**src/include/bclr_pkg.sv**
```systemverilog
// package: register map, field layout and encodings of the back-end control latch bank
package bclr_pkg;
  // ********************************************************
  // register offsets (word index) and byte addresses
  // ********************************************************
  localparam logic [8:0] BCLR_IDX_CTRL = 9'h140;
  localparam logic [8:0] BCLR_IDX_INFO = 9'h141;
  localparam logic [8:0] BCLR_IDX_FMT = 9'h150;
  localparam int BCLR_AW = 11;
  localparam logic [10:0] BCLR_ADR_CTRL = {BCLR_IDX_CTRL, 2'b00};
  localparam logic [10:0] BCLR_ADR_INFO = {BCLR_IDX_INFO, 2'b00};
  localparam logic [10:0] BCLR_ADR_FMT = {BCLR_IDX_FMT, 2'b00};
  // extra registers: pending window / decimation values and their active copies
  localparam logic [10:0] BCLR_ADR_WIN1 = 11'h600;
  localparam logic [10:0] BCLR_ADR_WIN2 = 11'h604;
  localparam logic [10:0] BCLR_ADR_TDEC = 11'h608;
  localparam logic [10:0] BCLR_ADR_WIN1_ACT = 11'h610;
  localparam logic [10:0] BCLR_ADR_WIN2_ACT = 11'h614;
  localparam logic [10:0] BCLR_ADR_TDEC_ACT = 11'h618;
  // ********************************************************
  // field layout
  // ********************************************************
  localparam int BCLR_DW = 12;
  localparam int BCLR_F_SYNC_LO = 0;
  localparam int BCLR_F_SYNC_HI = 1;
  localparam int BCLR_F_ACTIVE_VIDEO_FLAG = 2;
  localparam int BCLR_F_WIN1 = 5;
  localparam int BCLR_F_WIN2 = 6;
  localparam int BCLR_F_TDEC = 10;
  localparam int BCLR_F_TM = 11;
  localparam int BCLR_F_FMT_LO = 0;
  localparam int BCLR_F_FMT_HI = 1;
  // writable control bits: sync mode and active_video_flag mode (latches and reserved masked)
  localparam logic [11:0] BCLR_CTRL_WMASK = 12'h007;
  // ********************************************************
  // reset values
  // ********************************************************
  localparam logic [11:0] BCLR_RST_CTRL = 12'h000;
  localparam logic [11:0] BCLR_RST_FMT = 12'h000;
  localparam logic [11:0] BCLR_RST_VAL = 12'h000;
  // ********************************************************
  // encodings
  // ********************************************************
  localparam logic [1:0] BCLR_SYNC_OPEN = 2'b00;
  localparam logic [1:0] BCLR_SYNC_SCAN = 2'b10;
  localparam logic [1:0] BCLR_FMT_SEP = 2'b00;
  localparam logic [1:0] BCLR_FMT_EMB_HDR = 2'b01;
  localparam logic [1:0] BCLR_FMT_TCODE = 2'b10;
  typedef enum logic [1:0] {
    BCLR_OUT_SEP_SYNC,
    BCLR_OUT_EMB_HDR,
    BCLR_OUT_TCODE,
    BCLR_OUT_NONE
  } bclr_out_fmt_t;
endpackage

```
**src/include/bclr_commit_if.sv**
```systemverilog
// interface: one pending-to-active commit channel between top and shadow module
`timescale 1ns/1ps
`default_nettype none
interface bclr_commit_if #(parameter int W = 12);
  logic [W-1:0] pending;
  logic commit;
  logic [W-1:0] active;
  modport src (output pending, output commit, input active);
  modport dst (input pending, input commit, output active);
endinterface
`default_nettype wire

```
**src/core/bclr_regs.sv**
```systemverilog
// back-end control latch register bank behind a classic wishbone slave
//
// Added by the designer: register access over Wishbone.
`timescale 1ns/1ps
`default_nettype none
module bclr_regs
  import bclr_pkg::*;
(
  input wire logic clk_i,
  input wire logic rst_i,
  input wire logic ce_i,
  // wishbone classic slave
  input wire logic cyc_i,
  input wire logic stb_i,
  input wire logic we_i,
  input wire logic [BCLR_AW-1:0] adr_i,
  input wire logic [3:0] sel_i,
  input wire logic [31:0] dat_i,
  output logic [31:0] dat_o,
  output logic ack_o,
  output logic err_o,
  // effective settings toward the video back end
  output logic sync_follow_input_o,
  output logic sync_free_run_o,
  output logic active_video_flag_prog_length_o,
  output logic [BCLR_DW-1:0] window_one_o,
  output logic [BCLR_DW-1:0] window_two_o,
  output logic [BCLR_DW-1:0] decim_frames_o,
  output logic [1:0] out_format_o,
  output logic fmt_sep_sync_o,
  output logic fmt_emb_hdr_o,
  output logic embedded_timing_code_stream_o
);
  // ********************************************************
  // bus decode
  // ********************************************************
  logic req;
  logic wr_lo;
  logic wr_hi;
  logic hit_ctrl;
  logic hit_info;
  logic hit_fmt;
  logic hit_w1;
  logic hit_w2;
  logic hit_td;
  logic hit_w1a;
  logic hit_w2a;
  logic hit_tda;
  logic mapped;
  logic [11:0] wdata;

  // request seen once; ack clears next cycle so no double take
  assign req = cyc_i && stb_i && !ack_o && !err_o;
  assign hit_ctrl = (adr_i == BCLR_ADR_CTRL);
  assign hit_info = (adr_i == BCLR_ADR_INFO);
  assign hit_fmt = (adr_i == BCLR_ADR_FMT);
  assign hit_w1 = (adr_i == BCLR_ADR_WIN1);
  assign hit_w2 = (adr_i == BCLR_ADR_WIN2);
  assign hit_td = (adr_i == BCLR_ADR_TDEC);
  assign hit_w1a = (adr_i == BCLR_ADR_WIN1_ACT);
  assign hit_w2a = (adr_i == BCLR_ADR_WIN2_ACT);
  assign hit_tda = (adr_i == BCLR_ADR_TDEC_ACT);
  assign mapped = hit_ctrl | hit_info | hit_fmt | hit_w1 | hit_w2 | hit_td | hit_w1a | hit_w2a | hit_tda;
  // byte lane 0 carries bits 7:0, lane 1 bits 11:8
  // lanes 2 and 3 carry nothing; a lane-1-only write can latch but not store
  assign wr_lo = req && we_i && sel_i[0] && ce_i;
  assign wr_hi = req && we_i && sel_i[1] && ce_i;
  assign wdata = dat_i[11:0];

  // ********************************************************
  // control word and pending values
  // ********************************************************
  logic [11:0] ctrl_reg;
  logic [11:0] ctrl_next;
  logic [11:0] fmt_reg;
  logic [11:0] fmt_next;
  logic [11:0] w1p_reg;
  logic [11:0] w1p_next;
  logic [11:0] w2p_reg;
  logic [11:0] w2p_next;
  logic [11:0] tdp_reg;
  logic [11:0] tdp_next;
  logic [1:0] tm_act_reg;
  logic [1:0] tm_act_next;
  logic active_video_flag_act_reg;
  logic active_video_flag_act_next;
  logic c_win1;
  logic c_win2;
  logic c_tdec;
  logic c_tm;

  // latch bits never stored: they fire a one-cycle commit and read back 0
  assign c_win1 = wr_lo && hit_ctrl && wdata[BCLR_F_WIN1];
  assign c_win2 = wr_lo && hit_ctrl && wdata[BCLR_F_WIN2];
  assign c_tdec = wr_hi && hit_ctrl && wdata[BCLR_F_TDEC];
  assign c_tm = wr_hi && hit_ctrl && wdata[BCLR_F_TM];

  // register writes; reserved control bits dropped so a careless write does no harm (format and pending registers keep all 12 bits)
  always_comb begin
    ctrl_next = ctrl_reg;
    fmt_next = fmt_reg;
    w1p_next = w1p_reg;
    w2p_next = w2p_reg;
    tdp_next = tdp_reg;
    if (wr_lo && hit_ctrl) begin
      ctrl_next = wdata & BCLR_CTRL_WMASK;
    end
    if (wr_lo && hit_fmt) begin
      fmt_next[7:0] = wdata[7:0];
    end
    if (wr_hi && hit_fmt) begin
      fmt_next[11:8] = wdata[11:8];
    end
    if (wr_lo && hit_w1) begin
      w1p_next[7:0] = wdata[7:0];
    end
    if (wr_hi && hit_w1) begin
      w1p_next[11:8] = wdata[11:8];
    end
    if (wr_lo && hit_w2) begin
      w2p_next[7:0] = wdata[7:0];
    end
    if (wr_hi && hit_w2) begin
      w2p_next[11:8] = wdata[11:8];
    end
    if (wr_lo && hit_td) begin
      tdp_next[7:0] = wdata[7:0];
    end
    if (wr_hi && hit_td) begin
      tdp_next[11:8] = wdata[11:8];
    end
  end

  always_ff @(posedge clk_i) begin
    if (rst_i) begin
      ctrl_reg <= BCLR_RST_CTRL;
      fmt_reg <= BCLR_RST_FMT;
      w1p_reg <= BCLR_RST_VAL;
      w2p_reg <= BCLR_RST_VAL;
      tdp_reg <= BCLR_RST_VAL;
    end else if (ce_i) begin
      ctrl_reg <= ctrl_next;
      fmt_reg <= fmt_next;
      w1p_reg <= w1p_next;
      w2p_reg <= w2p_next;
      tdp_reg <= tdp_next;
    end
  end

  // ********************************************************
  // timing mode in effect
  // ********************************************************
  // a timing write carrying its own latch bit takes the new value at once
  // active_video_flag mode rides on the timing latch, so the state word never shows a half-set mode
  always_comb begin
    tm_act_next = tm_act_reg;
    active_video_flag_act_next = active_video_flag_act_reg;
    if (c_tm) begin
      tm_act_next = ctrl_next[BCLR_F_SYNC_HI:BCLR_F_SYNC_LO];
      active_video_flag_act_next = ctrl_next[BCLR_F_ACTIVE_VIDEO_FLAG];
    end
  end

  always_ff @(posedge clk_i) begin
    if (rst_i) begin
      tm_act_reg <= BCLR_SYNC_OPEN;
      active_video_flag_act_reg <= 1'b0;
    end else if (ce_i) begin
      tm_act_reg <= tm_act_next;
      active_video_flag_act_reg <= active_video_flag_act_next;
    end
  end

  // ********************************************************
  // window and decimation shadows
  // ********************************************************
  logic [2:0][11:0] cm_pending;
  logic [2:0] cm_commit;
  logic [11:0] cm_active [3];

  // a commit in the same cycle as a pending write takes the newly written value
  assign cm_pending = {tdp_next, w2p_next, w1p_next};
  assign cm_commit = {c_tdec, c_win2, c_win1};

  // one shadow per channel: 0 window one, 1 window two, 2 decimation
  for (genvar g = 0; g < 3; g++) begin : g_shadow
    bclr_commit_if #(.W(12)) ch ();
    assign ch.pending = cm_pending[g];
    assign ch.commit = cm_commit[g];
    assign cm_active[g] = ch.active;
    bclr_shadow #(.RST(BCLR_RST_VAL)) u_shadow (
      .clk_i(clk_i),
      .rst_i(rst_i),
      .ce_i(ce_i),
      .ch(ch)
    );
  end

  // ********************************************************
  // state word and read mux
  // ********************************************************
  logic [11:0] info_word;
  logic [11:0] rdata;

  // state word reflects what is in force, not what was last written
  always_comb begin
    info_word = 12'h000;
    info_word[BCLR_F_SYNC_HI:BCLR_F_SYNC_LO] = tm_act_reg;
    info_word[BCLR_F_ACTIVE_VIDEO_FLAG] = active_video_flag_act_reg;
  end

  // control reads return stored fields; latch bits always 0
  always_comb begin
    rdata = 12'h000;
    if (hit_ctrl) begin
      rdata = ctrl_reg;
    end else if (hit_info) begin
      rdata = info_word;
    end else if (hit_fmt) begin
      rdata = fmt_reg;
    end else if (hit_w1) begin
      rdata = w1p_reg;
    end else if (hit_w2) begin
      rdata = w2p_reg;
    end else if (hit_td) begin
      rdata = tdp_reg;
    end else if (hit_w1a) begin
      rdata = cm_active[0];
    end else if (hit_w2a) begin
      rdata = cm_active[1];
    end else if (hit_tda) begin
      rdata = cm_active[2];
    end
  end

  // ********************************************************
  // bus answer
  // ********************************************************
  logic ack_reg;
  logic ack_next;
  logic err_reg;
  logic err_next;
  logic [31:0] dat_reg;
  logic [31:0] dat_next;

  // one-cycle answer; writes to the state word are ignored but acked
  always_comb begin
    ack_next = 1'b0;
    err_next = 1'b0;
    dat_next = dat_reg;
    if (req) begin
      ack_next = mapped;
      err_next = !mapped;
      dat_next = {20'h00000, rdata};
    end
  end

  always_ff @(posedge clk_i) begin
    if (rst_i) begin
      ack_reg <= 1'b0;
      err_reg <= 1'b0;
      dat_reg <= 32'h00000000;
    end else if (ce_i) begin
      ack_reg <= ack_next;
      err_reg <= err_next;
      dat_reg <= dat_next;
    end
  end

  assign ack_o = ack_reg;
  assign err_o = err_reg;
  assign dat_o = dat_reg;

  // ********************************************************
  // effective outputs
  // ********************************************************
  bclr_out_fmt_t fmt_sel;
  logic follow_reg;
  logic follow_next;
  logic free_reg;
  logic free_next;
  logic [2:0] fmt_dec_reg;
  logic [2:0] fmt_dec_next;

  // unknown format code 11 drives no format strobe; decoded from the next value
  always_comb begin
    case (fmt_next[BCLR_F_FMT_HI:BCLR_F_FMT_LO])
      BCLR_FMT_SEP: fmt_sel = BCLR_OUT_SEP_SYNC;
      BCLR_FMT_EMB_HDR: fmt_sel = BCLR_OUT_EMB_HDR;
      BCLR_FMT_TCODE: fmt_sel = BCLR_OUT_TCODE;
      default: fmt_sel = BCLR_OUT_NONE;
    endcase
  end

  // strobes decoded one step ahead and registered, so they move with their field, glitch free
  always_comb begin
    follow_next = (tm_act_next == BCLR_SYNC_OPEN);
    free_next = (tm_act_next == BCLR_SYNC_SCAN);
    fmt_dec_next = 3'b000;
    fmt_dec_next[0] = (fmt_sel == BCLR_OUT_SEP_SYNC);
    fmt_dec_next[1] = (fmt_sel == BCLR_OUT_EMB_HDR);
    fmt_dec_next[2] = (fmt_sel == BCLR_OUT_TCODE);
  end

  // reset values match the reset codes: open mode and separate syncs
  always_ff @(posedge clk_i) begin
    if (rst_i) begin
      follow_reg <= 1'b1;
      free_reg <= 1'b0;
      fmt_dec_reg <= 3'b001;
    end else if (ce_i) begin
      follow_reg <= follow_next;
      free_reg <= free_next;
      fmt_dec_reg <= fmt_dec_next;
    end
  end

  assign sync_follow_input_o = follow_reg;
  assign sync_free_run_o = free_reg;
  assign active_video_flag_prog_length_o = active_video_flag_act_reg;
  assign window_one_o = cm_active[0];
  assign window_two_o = cm_active[1];
  assign decim_frames_o = cm_active[2];
  assign out_format_o = fmt_reg[BCLR_F_FMT_HI:BCLR_F_FMT_LO];
  assign fmt_sep_sync_o = fmt_dec_reg[0];
  assign fmt_emb_hdr_o = fmt_dec_reg[1];
  assign embedded_timing_code_stream_o = fmt_dec_reg[2];
endmodule // bclr_regs
`default_nettype wire

```
**src/core/bclr_shadow.sv**
```systemverilog
// shadow register: takes the pending value into the active copy on a commit pulse
`timescale 1ns/1ps
`default_nettype none
module bclr_shadow
  import bclr_pkg::*;
#(
  parameter logic [11:0] RST = 12'h000
) (
  input wire logic clk_i,
  input wire logic rst_i,
  input wire logic ce_i,
  bclr_commit_if.dst ch
);
  logic [11:0] active_reg;
  logic [11:0] active_next;

  // active value moves only on commit so the video path never sees half edits
  always_comb begin
    active_next = active_reg;
    if (ch.commit) begin
      active_next = ch.pending;
    end
  end

  always_ff @(posedge clk_i) begin
    if (rst_i) begin
      active_reg <= RST;
    end else if (ce_i) begin
      active_reg <= active_next;
    end
  end

  assign ch.active = active_reg;
endmodule // bclr_shadow
`default_nettype wire

```
**config.mk**
```make
export PLATFORM = sky130hd
export DESIGN_NAME = bclr_regs
export DESIGN_NICKNAME = d
export VERILOG_FILES = /design/src/include/bclr_pkg.sv /design/src/include/bclr_commit_if.sv /design/src/core/bclr_regs.sv /design/src/core/bclr_shadow.sv
export SDC_FILE = /design/constraint.sdc
export NUM_CORES = 1
export LEC_CHECK = 0
export BUFFER_PORTS_ARGS = -buffer_cell sky130_fd_sc_hd__buf_2
export CORE_MARGIN = 8
export CORE_UTILIZATION = 41
export CTS_BUF_LIST = sky130_fd_sc_hd__clkbuf_4 sky130_fd_sc_hd__clkbuf_8
export DETAILED_ROUTE_END_ITERATION = 10
export HOLD_SLACK_MARGIN = 0.08
export PLACE_DENSITY_LB_ADDON = 0.2
export SETUP_SLACK_MARGIN = 0.3
export SYNTH_ARGS = -nofsm -noshare
export SYNTH_HDL_FRONTEND = slang
export SYNTH_HIERARCHICAL = 1
export SYNTH_SLANG_ARGS = --single-unit
export TNS_END_PERCENT = 1
```
**constraint.sdc**
```tcl
create_clock -name clk_i -period 2.3 [get_ports clk_i]
set_input_delay 0.69 -clock clk_i [delete_from_list [all_inputs] [get_ports clk_i]]
set_output_delay 0.69 -clock clk_i [all_outputs]
set_load 0.01 [all_outputs]
```
==> reports/results.txt <==
total gr overflow: 0
CTS Root Cell: clkbuf_8
met2 GRT Util: 30.9%
Startpoint Class: primary input
Mapped Avg Cell Area: 9.29 um2
Crit. End Element: flip-flop
Layout Cells excl Fill: 933
Fin Hold WS: 468 ps
area of the mapped netlist: 5860 um2
Initial Utilization: 42.0%
Cells after Synth: 631
Final WS setup: 301 ps
status: complete, no violations
Main synth FF type: dfxtp_1
Multi-input gate area: 3350 um2
number of DRC markers in iteration 0: 268
synthesis warning total: 6
Top Ports: 131
final net count: 801
WS Path Type: primary input to flip-flop
MaxCap Viol Count: 0
worst-path fanout max: 8
vias in the first global route: 5272
max reg flops: 36
Die Y-Extent: 136 um
Post-synth ARST share: 0%
Place WS: -194 ps
Placed Instances: 915
WP buf/inv: 2
CP top delay family: simple AND/OR/NAND/NOR gates
clock sink total: 109
Slew headroom: 44.9%
minimum clock period: 2000 ps
Antenna Nets Post-Route: 0
Final Hold Vio Count: 0
DRC Markers: 0
CTS tree: yes
DP Wirelength: 13700 um
Slew @ Worst Pin: 827 ps
post-synthesis register bit count: 109
H-tree level count: 3
area of the core: 13900 um2
class of the worst hold path: flip-flop to flip-flop
largest net degree at the start of global routing: 83
Avg WL per Cell: 19.6 um
Post-synth EDFFs: 0
FMAX: 500 MHz
GRT Total Usage: 20.2%
grt met1 use: 27.5%
busiest grt layer: met2
CP required: 2560 ps
ordered list of cells on the worst path: buf_2 > or3_4 > nor2_4 > buf_4 > nand3_4 > mux2_2 > nand3_1 > a21oi_2
Leak: 0.00290 uW
clock-pin slew on the worst setup and hold paths: 100 ps
maximum vdd drop: 0.491 mV
first-pass GRT wire length: 29400 um
total CTS buffers: 9
CP max stage delay: 430 ps
register area: 2180 um2
die area: 18400 um2
Vias: 5183
Seq/Total Area, Yosys: 37.2%
I/O Buffers: 88
vias per cell: 5.56
Setup-failing EPs final: 0
critical path data arrival time: 2260 ps
gpl congestion: 0.869
Clk Latency, worst-skew pair: 390 ps
max-slew violation count: 0
CP max-delay cell: or3_4
R2R setup slack: 370 ps
GR Util met3: 6.01%
Layout Area Growth over Synthesis: 19.6%
distinct cell type count after synthesis: 62
fill cell count: 1299
pwr dens: 507 nW/um2
Final period util: 86.9%
Clock Tree Buf Depth: 2
Post-Route WL: 18300 um
clock skew: 11.8 ps
die width: 136 um
fraction of layout cells with a size suffix above 1: 35.6%
n_diodes: 0
DR pass1 iterations: 4
number of antenna violations at the first check in global routing: 0
unrepaired setup endpoints after global routing: yes
row cnt: 43
==> worst paths after layout <==
path,start,endpoint,cells past startpoint
worst max-delay path,adr_i[7],g_shadow[1].u_shadow/ch.active[5]$_SDFFE_PP0P_,8
worst max register to register,err_o$_SDFFE_PP0P_,g_shadow[1].u_shadow/ch.active[5]$_SDFFE_PP0P_,7
worst min register to register,fmt_reg[7]$_SDFFE_PP0P_,fmt_reg[7]$_SDFFE_PP0P_,2
worst min-delay path,fmt_reg[7]$_SDFFE_PP0P_,fmt_reg[7]$_SDFFE_PP0P_,2
==> layout by cell type, fill, tap and decap left out, drive strengths merged, types with 2 or more instances in the layout <==
cell type and n:
o2bb2ai 12, nand3 49, a22o 2, nor2 19, conb 20, buf 153, nand4 7, mux2i 17
and2 40, nand3b 14, clkbuf 13, dfxtp 109, nor3 8, mux2 46, nor4 2, and4 3
o31ai 2, a32oi 2, nand2 40, a21oi 62, or3b 2, nor2b 3, and4b 2, o221ai 11
or3 4, a311oi 4, inv 8, o21ai 24, and3 8, bufinv 2, a21bo 36, a211oi 9
nor4bb 2
==> logic make-up (layout without fill, tap and decap cells) <==
| logic type | Yosys count | count (layout) | share of synthesized area, % |
|---|---|---|---|
| AND/OR/NAND/NOR | 209 | 209 | 20.5 |
| AO/OA/AOI/OAI | 175 | 175 | 22.6 |
| flip-flops | 109 | 109 | 37.2 |
| buffers and inverters | 74 | 177 | 7.88 |
| multiplexers | 63 | 63 | 11.7 |
| other | 1 | 20 | 0.0640 |
==> Yosys cell counts, types with 2 or more instances <==
library cell | count | area, um2
or3_1 | 4 | 25.0
o2bb2ai_1 | 12 | 105
nand3b_1 | 14 | 105
buf_6 | 12 | 135
inv_1 | 8 | 30.0
o21ai_0 | 24 | 120
nand3_2 | 2 | 20.0
a21oi_2 | 24 | 210
a32oi_1 | 2 | 17.5
nor2_1 | 18 | 67.6
a21bo_1 | 24 | 240
nor4bb_1 | 2 | 20.0
and4_1 | 3 | 26.3
and2_1 | 40 | 250
clkbuf_1 | 24 | 90.1
and4b_1 | 2 | 20.0
nor3_4 | 2 | 32.5
a311oi_1 | 4 | 35.0
nand4_1 | 7 | 43.8
buf_2 | 5 | 25.0
a22o_1 | 2 | 17.5
nor3_1 | 5 | 25.0
nand2_1 | 39 | 146
o221ai_1 | 11 | 96.3
dfxtp_1 | 109 | 2180
a211oi_1 | 9 | 67.6
and3_1 | 8 | 50.1
a21oi_1 | 38 | 190
mux2_2 | 46 | 518
nor2b_1 | 3 | 18.8
nand3_1 | 47 | 235
buf_4 | 23 | 173
o31ai_1 | 2 | 15.0
a21bo_2 | 12 | 120
mux2i_1 | 17 | 170
==> report_power, final <==
group / internal [uW] / leakage [uW] / switching, uW
Sequential: 1890 / 0.000878 / 2.12
Combinational: 104 / 0.00190 / 199
Clock: 699 / 0.000117 / 664
Total: 2690 / 0.00290 / 865
==> repair_timing <==
action,4_1_cts,5_1_grt
pin swaps,0,1
setup endpoints to repair,43,54
setup buffers,0,2
hold buffers,0,0
resized for setup,1,2
==> routing by layer <==
metal | up-vias | share of wire [%]
li1 | 2483 | -
met1 | 2499 | 47
met2 | 182 | 45
met3 | 19 | 7.6
met4 | 0 | 0.99
met5 | - | 0
==> worst min-delay path: cells and delay by family (launching register included) <==
family           cells  cell delay, ps
AO/OA/AOI/OAI        1              50
flip-flops           1             330
AND/OR/NAND/NOR      1              50
==> per-stage QoR <==
stage	util [%]	cell area, um2	total power (uW)	TNS (ps)
3_3_place_gp	48.4	6750	2230	-9350
6_report	50.3	7010	3560	0
4_1_cts	50.1	6980	3590	0
5_1_grt	50.3	7010	3690	0
3_5_place_dp	48.4	6750	2230	-10670
2_1_floorplan	-	5990	2120	0
==> area by class of cell <==
class                   count  area share (%)
multi-input cells         467            47.8
flip-flops and latches    109            31.1
repair buffers            153            14.1
well taps                 180            3.21
clock buffers              13            2.37
clock inverters             3           0.964
inverters                   8           0.428
No activity file was read; power rests on OpenSTA's default activity.
